$ cat src/rtl/dmod_pkg.sv
// Package for the data-move opcode decoder: opcode values, lengths and cycle counts
package dmod_pkg;

    // Operand form of a decoded data-move instruction
    typedef enum logic [4:0] {
        DMOD_NONE,
        DMOD_A_TO_WR,
        DMOD_DIR_TO_WR,
        DMOD_IMM_TO_WR,
        DMOD_A_TO_DIR,
        DMOD_WR_TO_DIR,
        DMOD_DIR_TO_DIR,
        DMOD_IND_TO_DIR,
        DMOD_IMM_TO_DIR,
        DMOD_A_TO_IND,
        DMOD_DIR_TO_IND,
        DMOD_IMM_TO_IND,
        DMOD_IMM_TO_DP,
        DMOD_CODE_DP,
        DMOD_CODE_PC,
        DMOD_XRD_IND,
        DMOD_XRD_DP,
        DMOD_IND_TO_A,
        DMOD_XWR_DP
    } dmod_form_t;

    // Opcode bases; register forms mask the low 3 bits, indirect forms the low bit
    localparam logic [7:0] OP_A_TO_WR    = 8'hF8;
    localparam logic [7:0] OP_DIR_TO_WR  = 8'hA8;
    localparam logic [7:0] OP_IMM_TO_WR  = 8'h78;
    localparam logic [7:0] OP_A_TO_DIR   = 8'hF5;
    localparam logic [7:0] OP_WR_TO_DIR  = 8'h88;
    localparam logic [7:0] OP_DIR_TO_DIR = 8'h85;
    localparam logic [7:0] OP_IND_TO_DIR = 8'h86;
    localparam logic [7:0] OP_IMM_TO_DIR = 8'h75;
    localparam logic [7:0] OP_A_TO_IND   = 8'hF6;
    localparam logic [7:0] OP_DIR_TO_IND = 8'hA6;
    localparam logic [7:0] OP_IMM_TO_IND = 8'h76;
    localparam logic [7:0] OP_IMM_TO_DP  = 8'h90;
    localparam logic [7:0] OP_CODE_DP    = 8'h93;
    localparam logic [7:0] OP_CODE_PC    = 8'h83;
    localparam logic [7:0] OP_XRD_IND    = 8'hE2;
    localparam logic [7:0] OP_XRD_DP     = 8'hE0;
    localparam logic [7:0] OP_IND_TO_A   = 8'hE6;
    localparam logic [7:0] OP_XWR_DP     = 8'hF0;

    localparam logic [7:0] MASK_WR  = 8'hF8;
    localparam logic [7:0] MASK_IND = 8'hFE;

    // Lengths in bytes and fixed cycle counts
    localparam logic [1:0] LEN_1 = 2'h1;
    localparam logic [1:0] LEN_2 = 2'h2;
    localparam logic [1:0] LEN_3 = 2'h3;
    localparam logic [3:0] CYC_1 = 4'h1;
    localparam logic [3:0] CYC_2 = 4'h2;
    localparam logic [3:0] CYC_3 = 4'h3;
    // External access bounds
    localparam logic [3:0] CYC_X_MIN = 4'h2;
    localparam logic [3:0] CYC_X_MAX = 4'h9;

endpackage : dmod_pkg

$ cat src/rtl/dmod_match.sv
// Combinational opcode classifier for the data-move group
`timescale 1ns/1ps
module dmod_match
(
    // Opcode
    input  wire logic [7:0]        opcode,
    // Classification
    output dmod_pkg::dmod_form_t   form,
    output logic       [1:0]       length,
    output logic       [3:0]       cycles,
    output logic                   ext_access
);

    ////////////////////////////////////////////////////////////////////////////
    wire logic is_wr_a   = (opcode & dmod_pkg::MASK_WR) == dmod_pkg::OP_A_TO_WR;   // see RULE_01
    wire logic is_wr_dir = (opcode & dmod_pkg::MASK_WR) == dmod_pkg::OP_DIR_TO_WR; // see RULE_01
    wire logic is_wr_imm = (opcode & dmod_pkg::MASK_WR) == dmod_pkg::OP_IMM_TO_WR; // see RULE_01
    wire logic is_dir_wr = (opcode & dmod_pkg::MASK_WR) == dmod_pkg::OP_WR_TO_DIR; // see RULE_03
    wire logic is_dir_in = (opcode & dmod_pkg::MASK_IND) == dmod_pkg::OP_IND_TO_DIR; // see RULE_05
    wire logic is_in_a   = (opcode & dmod_pkg::MASK_IND) == dmod_pkg::OP_A_TO_IND;  // see RULE_07
    wire logic is_in_dir = (opcode & dmod_pkg::MASK_IND) == dmod_pkg::OP_DIR_TO_IND; // see RULE_08
    wire logic is_in_imm = (opcode & dmod_pkg::MASK_IND) == dmod_pkg::OP_IMM_TO_IND; // see RULE_09
    wire logic is_xrd_in = (opcode & dmod_pkg::MASK_IND) == dmod_pkg::OP_XRD_IND;   // see RULE_13
    wire logic is_a_in   = (opcode & dmod_pkg::MASK_IND) == dmod_pkg::OP_IND_TO_A;  // see RULE_15

    // Masked groups never overlap the exact opcodes, so order is free
    always_comb
    begin
        form       = dmod_pkg::DMOD_NONE;
        length     = dmod_pkg::LEN_1;
        cycles     = dmod_pkg::CYC_1;
        ext_access = 1'b0;
        if (is_wr_a)
        begin
            form = dmod_pkg::DMOD_A_TO_WR; // see RULE_01
        end
        else if (is_wr_dir)
        begin
            form   = dmod_pkg::DMOD_DIR_TO_WR; // see RULE_01
            length = dmod_pkg::LEN_2;
            cycles = dmod_pkg::CYC_2;
        end
        else if (is_wr_imm)
        begin
            form   = dmod_pkg::DMOD_IMM_TO_WR; // see RULE_01
            length = dmod_pkg::LEN_2;
            cycles = dmod_pkg::CYC_2;
        end
        else if (opcode == dmod_pkg::OP_A_TO_DIR)
        begin
            form   = dmod_pkg::DMOD_A_TO_DIR; // see RULE_02
            length = dmod_pkg::LEN_2;
            cycles = dmod_pkg::CYC_2;
        end
        else if (is_dir_wr)
        begin
            form   = dmod_pkg::DMOD_WR_TO_DIR; // see RULE_03
            length = dmod_pkg::LEN_2;
            cycles = dmod_pkg::CYC_2;
        end
        else if (opcode == dmod_pkg::OP_DIR_TO_DIR)
        begin
            form   = dmod_pkg::DMOD_DIR_TO_DIR; // see RULE_04
            length = dmod_pkg::LEN_3;
            cycles = dmod_pkg::CYC_3;
        end
        else if (is_dir_in)
        begin
            form   = dmod_pkg::DMOD_IND_TO_DIR; // see RULE_05
            length = dmod_pkg::LEN_2;
            cycles = dmod_pkg::CYC_2;
        end
        else if (opcode == dmod_pkg::OP_IMM_TO_DIR)
        begin
            form   = dmod_pkg::DMOD_IMM_TO_DIR; // see RULE_06
            length = dmod_pkg::LEN_3;
            cycles = dmod_pkg::CYC_3;
        end
        else if (is_in_a)
        begin
            form = dmod_pkg::DMOD_A_TO_IND; // see RULE_07
        end
        else if (is_in_dir)
        begin
            form   = dmod_pkg::DMOD_DIR_TO_IND; // see RULE_08
            length = dmod_pkg::LEN_2;
            cycles = dmod_pkg::CYC_2;
        end
        else if (is_in_imm)
        begin
            form   = dmod_pkg::DMOD_IMM_TO_IND; // see RULE_09
            length = dmod_pkg::LEN_2;
            cycles = dmod_pkg::CYC_2;
        end
        else if (opcode == dmod_pkg::OP_IMM_TO_DP)
        begin
            form   = dmod_pkg::DMOD_IMM_TO_DP; // see RULE_10
            length = dmod_pkg::LEN_3;
            cycles = dmod_pkg::CYC_3;
        end
        else if (opcode == dmod_pkg::OP_CODE_DP)
        begin
            form   = dmod_pkg::DMOD_CODE_DP; // see RULE_11
            cycles = dmod_pkg::CYC_3;
        end
        else if (opcode == dmod_pkg::OP_CODE_PC)
        begin
            form   = dmod_pkg::DMOD_CODE_PC; // see RULE_12
            cycles = dmod_pkg::CYC_3;
        end
        else if (is_xrd_in)
        begin
            form       = dmod_pkg::DMOD_XRD_IND; // see RULE_13
            cycles     = dmod_pkg::CYC_X_MIN;
            ext_access = 1'b1;
        end
        else if (opcode == dmod_pkg::OP_XRD_DP)
        begin
            form       = dmod_pkg::DMOD_XRD_DP; // see RULE_14
            cycles     = dmod_pkg::CYC_X_MIN;
            ext_access = 1'b1;
        end
        else if (is_a_in)
        begin
            form = dmod_pkg::DMOD_IND_TO_A; // see RULE_15
        end
        else if (opcode == dmod_pkg::OP_XWR_DP)
        begin
            form       = dmod_pkg::DMOD_XWR_DP; // see RULE_17
            cycles     = dmod_pkg::CYC_X_MIN;
            ext_access = 1'b1;
        end
    end

endmodule : dmod_match

$ cat src/rtl/dmod_decoder.sv
// Data-move opcode decoder: registered decode of one opcode per request
// Functional notes
// RULE_01 - F8-FF, A8-AF, 78-7F register load forms
// RULE_02 - F5 stores accumulator to direct, 2/2
// RULE_03 - 88-8F copies register to direct, 2/2
// RULE_04 - 85 direct to direct, 3/3
// RULE_05 - 86-87 indirect memory to direct, 2/2
// RULE_06 - 75 immediate to direct, 3/3
// RULE_07 - F6-F7 accumulator to indirect memory, 1/1
// RULE_08 - A6-A7 direct to indirect memory, 2/2
// RULE_09 - 76-77 immediate to indirect memory, 2/2
// RULE_10 - 90 loads 16-bit data pointer, 3/3
// RULE_11 - 93 code read via data pointer, 1/3
// RULE_12 - 83 code read via program counter, 1/3
// RULE_13 - E2-E3 external read, 8-bit address, 2-9
// RULE_14 - E0 external read via data pointer, 2-9
// RULE_15 - E6-E7 indirect memory to accumulator, 1/1
// RULE_16 - Register from low three, indirect from bit0
// RULE_17 - F0 external write via data pointer, 2-9
`timescale 1ns/1ps
module dmod_decoder
(
    // Clock and reset
    input  wire logic              sys_clk,
    input  wire logic              resetn,
    // Request from fetch
    input  wire logic              op_valid,
    input  wire logic [7:0]        opcode,
    // Decoded result to datapath
    output logic                   dec_valid,
    output logic                   dec_hit,
    output dmod_pkg::dmod_form_t   dec_form,
    output logic       [1:0]       dec_length,
    output logic       [3:0]       dec_cycles_min,
    output logic       [3:0]       dec_cycles_max,
    output logic                   dec_external,
    output logic                   dec_uses_wr,
    output logic       [2:0]       dec_work_reg,
    output logic                   dec_uses_ind,
    output logic                   dec_ind_reg
);

    ////////////////////////////////////////////////////////////////////////////
    // Reset release through two flops
    logic rst_s1_r;
    logic rst_s2_r;

    always_ff @(posedge sys_clk or negedge resetn)
    begin
        if (!resetn)
        begin
            rst_s1_r <= 1'b0;
            rst_s2_r <= 1'b0;
        end
        else
        begin
            rst_s1_r <= 1'b1;
            rst_s2_r <= rst_s1_r;
        end
    end

    wire logic rst_n = rst_s2_r;

    ////////////////////////////////////////////////////////////////////////////
    // Classification
    dmod_pkg::dmod_form_t m_form;
    logic [1:0]           m_len;
    logic [3:0]           m_cyc;
    logic                 m_ext;

    dmod_match u_match
    (
        .opcode     (opcode),
        .form       (m_form),
        .length     (m_len),
        .cycles     (m_cyc),
        .ext_access (m_ext)
    );

    wire logic hit_nxt = m_form != dmod_pkg::DMOD_NONE;
    // External accesses stretch by wait states, so only a range is known
    wire logic [3:0] cmax_nxt = m_ext ? dmod_pkg::CYC_X_MAX : m_cyc; // see RULE_13
    wire logic uses_wr_nxt = m_form == dmod_pkg::DMOD_A_TO_WR
                          || m_form == dmod_pkg::DMOD_DIR_TO_WR
                          || m_form == dmod_pkg::DMOD_IMM_TO_WR
                          || m_form == dmod_pkg::DMOD_WR_TO_DIR;     // see RULE_16
    wire logic uses_ind_nxt = m_form == dmod_pkg::DMOD_IND_TO_DIR
                           || m_form == dmod_pkg::DMOD_A_TO_IND
                           || m_form == dmod_pkg::DMOD_DIR_TO_IND
                           || m_form == dmod_pkg::DMOD_IMM_TO_IND
                           || m_form == dmod_pkg::DMOD_XRD_IND
                           || m_form == dmod_pkg::DMOD_IND_TO_A;     // see RULE_16
    wire logic [2:0] wr_nxt  = uses_wr_nxt ? opcode[2:0] : 3'h0;     // see RULE_16
    wire logic       ind_nxt = uses_ind_nxt & opcode[0];             // see RULE_16

    ////////////////////////////////////////////////////////////////////////////
    // Result registers, one cycle after the request
    always_ff @(posedge sys_clk or negedge rst_n)
    begin
        if (!rst_n)
        begin
            dec_valid      <= 1'b0;
            dec_hit        <= 1'b0;
            dec_form       <= dmod_pkg::DMOD_NONE;
            dec_length     <= 2'h0;
            dec_cycles_min <= 4'h0;
            dec_cycles_max <= 4'h0;
            dec_external   <= 1'b0;
            dec_uses_wr    <= 1'b0;
            dec_work_reg   <= 3'h0;
            dec_uses_ind   <= 1'b0;
            dec_ind_reg    <= 1'b0;
        end
        else
        begin
            dec_valid <= op_valid;
            if (op_valid)
            begin
                dec_hit        <= hit_nxt;
                dec_form       <= m_form;
                dec_length     <= hit_nxt ? m_len : 2'h0;
                dec_cycles_min <= hit_nxt ? m_cyc : 4'h0;
                dec_cycles_max <= hit_nxt ? cmax_nxt : 4'h0;
                dec_external   <= m_ext;
                dec_uses_wr    <= uses_wr_nxt;
                dec_work_reg   <= wr_nxt;
                dec_uses_ind   <= uses_ind_nxt;
                dec_ind_reg    <= ind_nxt;
            end
        end
    end
endmodule : dmod_decoder

$ cat config.mk
export PLATFORM = sky130hd
export DESIGN_NAME = dmod_decoder
export DESIGN_NICKNAME = d
export VERILOG_FILES = /design/src/rtl/dmod_pkg.sv /design/src/rtl/dmod_match.sv /design/src/rtl/dmod_decoder.sv
export SDC_FILE = /design/constraint.sdc
export NUM_CORES = 1
export LEC_CHECK = 0
export BUFFER_PORTS_ARGS = -buffer_cell sky130_fd_sc_hd__buf_2
export CAP_MARGIN = 20
export CORE_MARGIN = 2
export CORE_UTILIZATION = 25
export CTS_CLUSTER_SIZE = 10
export DETAILED_ROUTE_END_ITERATION = 6
export MAX_ROUTING_LAYER = met4
export PLACE_DENSITY_LB_ADDON = 0.1
export SYNTH_ARGS = -nofsm -noshare
export SYNTH_HDL_FRONTEND = slang
export SYNTH_SLANG_ARGS = --single-unit
$ cat constraint.sdc
create_clock -name sys_clk -period 0.8 [get_ports sys_clk]
set_input_delay 0.16 -clock sys_clk [delete_from_list [all_inputs] [get_ports sys_clk]]
set_output_delay 0.16 -clock sys_clk [all_outputs]
set_load 0.01 [all_outputs]
==> flow_metrics.py <==
metrics = {
    "run_status": {
        "status": "complete, but fails checks",
        "failed_checks": "setup timing",
    },
    "sta": {
        "min_period_ps": 1680,
        "final_setup_violation_count": 41,
        "timing.final.crit_share": 2.10,
        "final_max_slew_viol_count": 0,
        "rsz_0062_raised_after_global_routing": "true",
        "timing.final.hold_violations": 0,
        "postLayoutSetupSlackWorst_ps": -879,
        "fin_worst_skew_ps": 7.10,
        "holdWs_ps": 122,
        "max_clock_freq_mhz": 596,
    },
    "flow_run": {
        "timing.max_cap.violations": 0,
    },
    "die": {
        "die_height_um": 79.7,
        "standard_cell_core_area_um2": 5510,
        "initial_utilization": 0.260,
        "num_rows": 27,
        "ioPinCount": 35,
        "fp.dieW_um": 79.7,
        "floorplan.die_area_um2": 6350,
    },
    "synth": {
        "share_of_the_synthesized_area_in_compound_gates_ao_oa_aoi_oai": 0.233,
        "synth.ff_latch_count": 23,
        "synth_xor_xnor_area_share": 0,
        "synthDominantAreaCellType": "dfrtp_1",
        "synthesis.instances": 160,
        "synth.distinct_cells": 50,
        "synth-edff-count": 0,
        "synth_top_flop_cell": "dfrtp_1",
        "fraction_of_the_yosys_area_taken_by_sequential_cells": 0.402,
        "synthTopCellsByArea": "dfrtp_1, a21oi_1, o2bb2ai_1, nand2_1, nor2_1",
        "simple_logic_cell_fraction_of_the_synthesized_area": 0.270,
        "synthesis.yosys.warnings": 0,
        "async_flop_share": 1.00,
        "synth.avg_cell_area_um2": 8.95,
        "yosys.area_share.adder": 0,
        "main_combinational_cell_family_by_area_after_synthesis": "simple AND/OR/NAND/NOR gates",
        "ys_top_cells_by_count": "dfrtp_1, a21oi_1, nand2_1, nor2_1",
        "synth.most_common_cell": "dfrtp_1",
        "synth_largest_type_area_fraction": 0.402,
        "netlist_area_um2": 1430,
        "post_synth_mux_area_share": 0.0149,
    },
    "detailed_routing": {
        "drt_first_iter_violations": 63,
        "drt-pass1-iter-count": 4,
        "vias": 1561,
        "avgViaCountPerCell": 4.85,
        "post_drt_wl_per_cell_um": 15.3,
        "detail_route.wirelength_um": 4940,
        "drt.antenna.violating_nets": 0,
        "drt_drc_violations_left": 0,
    },
    "global_routing": {
        "grt_first_pass_wirelength_um": 7990,
        "grt_use_total": 0.164,
        "vias_in_the_first_global_route": 1596,
        "grt_start_max_net_pins": 22,
        "gr-usage-met2": 0.263,
        "grt_antenna_before_repair": 0,
        "grt_most_used_layer": "met2",
        "grtUsageMet3": 0.0147,
        "globalRoute.totalOverflow": 0,
        "met1_usage": 0.223,
    },
    "final_layout": {
        "flip_flop_count_of_the_largest_register_all_copies_and_words_added": 5,
        "layout.nets": 262,
        "layout_filler_cell_count": 539,
        "num_antenna_cells": 0,
        "area_growth_syn_to_layout_pct": 80.2,
        "final-instance-count-excl-fill": 322,
        "post_route_cells_drive_above_1_share": 0.596,
    },
    "worst_setup_path": {
        "cp-start-kind": "primary input",
        "critPathArrivalTime_ps": 1830,
        "reg2reg_from": "dec_ind_reg",
        "cp-startpoint": "opcode[0]",
        "worstSetupPathType": "primary input to flip-flop",
        "timing.critical_path.to_type": "flip-flop",
        "cp_data_required_time_ps": 950,
        "cp_max_fo": 4,
    },
    "worst_hold_path": {
        "min_from": "op_valid",
        "hold_path.class": "primary input to flip-flop",
    },
    "place": {
        "dp_slack_ps": -1260,
        "dp_hpwl_um": 3660,
        "port-buffer-count": 31,
        "finalWeightedCongestion": 0.871,
        "numPlacedInstances": 305,
    },
    "clocking": {
        "cts-buffers-inserted": 3,
        "worstSkewPairLatency_ps": 260,
        "max-clock-path-buffers": 2,
        "worst_setup_hold_path_clk_slew_ps": 80,
        "ctsHtreeMaxLevel": 1,
        "cts_tree": "built",
        "root_buffer": "clkbuf_8",
        "numClockSinks": 23,
    },
    "pwr": {
        "p_sw_frac": 0.302,
        "p_clk_frac": 0.230,
        "share_comb_of_total_power": 0.345,
        "total_power_mw": 3.07,
        "power_per_cell_area_nw_per_um2": 1190,
        "seqPwrFrac": 0.426,
        "cell_internal_pwr_mw": 2.15,
        "total_switching_power_uw": 927,
        "ir_drop_v": 0.000910,
        "p_leak_nw": 1.17,
    },
}
## stage by stage
| stage | util | cell area (µm²) | setup TNS (ps) |
|---|---|---|---|
| final | 0.469 | 2580 | -18180 |
| after global placement | 0.379 | 2090 | -21970 |
| after floorplan | - | 1500 | -15220 |
| after CTS | 0.441 | 2430 | -18060 |
| after global routing | 0.469 | 2580 | -19830 |
| after detailed placement | 0.379 | 2090 | -22040 |
## metal layers
metal	vias to the layer above	share of wire	wire length (µm)
met4	0	0.0095	47
met5	-	0	0
met3	4	0.024	119
met2	28	0.50	2460
li1	760	-	-
met1	769	0.47	2310
## placed cells by master, fill, tap and decap left out, types with 2 or more instances in the layout
master,instances
and3_4,4
clkbuf_8,3
dfrtp_1,23
or4_4,2
buf_4,63
nor2_2,2
nand3b_1,2
conb_1,4
nand2_1,11
buf_12,2
nand3_1,3
a21oi_1,6
buf_2,20
a211o_1,2
a21oi_4,4
a21oi_2,3
nor4b_4,2
buf_6,12
nor4bb_1,2
o21ai_0,5
o21ai_1,4
nand2b_1,2
nor3_1,3
o2bb2ai_2,5
nor2_1,11
inv_1,8
## worst max-delay path, cell delays in order
cell	delay [ps]
buf_8	100
nor3b_2	180
a211o_1	280
a31oi_2	190
or3b_4	460
buf_4	170
a211o_1	290
## power by group through the flow
stage                     sequential [mW]  clock (mW)  combinational (mW)
after global routing                 1.32       0.779                1.14
after floorplan                      1.38           0               0.351
after global placement               1.33           0               0.795
after CTS                            1.30       0.722               0.973
after detailed placement             1.33           0               0.798
final                                1.31       0.706                1.06
## worst paths after layout
kind                                     end  slack [ps]  cells after the start
setup reg to reg                 dec_ind_reg        -150                      3
hold / removal                     dec_valid         120                      1
max in group asynchronous        dec_ind_reg         470                      1
hold reg to reg            dec_cycles_max[0]         190                      1
min in group asynchronous  dec_cycles_max[0]         190                      1
setup / recovery                dec_uses_ind        -880                      7
## layout make-up
class	instances	area (µm²)	share of cell area
repair buffers	99	773	0.300
inverters	8	30.0	0.0116
well taps	72	90.1	0.0349
multi-input cells	116	1070	0.413
clock buffers	4	45.0	0.0175
flip-flops and latches	23	576	0.223
## timing repair
| action | in CTS | in global routing |
|---|---|---|
| setup endpoints to repair | 41 | 41 |
| setup buffers | 11 | 3 |
| hold buffers | 1 | 0 |
| endpoints found under the hold margin | 2 | 0 |
| pin swaps | 21 | 11 |
| gates resized for setup | 47 | 23 |
## kinds of logic after synthesis
group,count (synthesis)
mux,2
compound gates,47
simple gates,63
buf+inv,23
flops,23
other cells,2
Power figures use the tool's default switching activity.
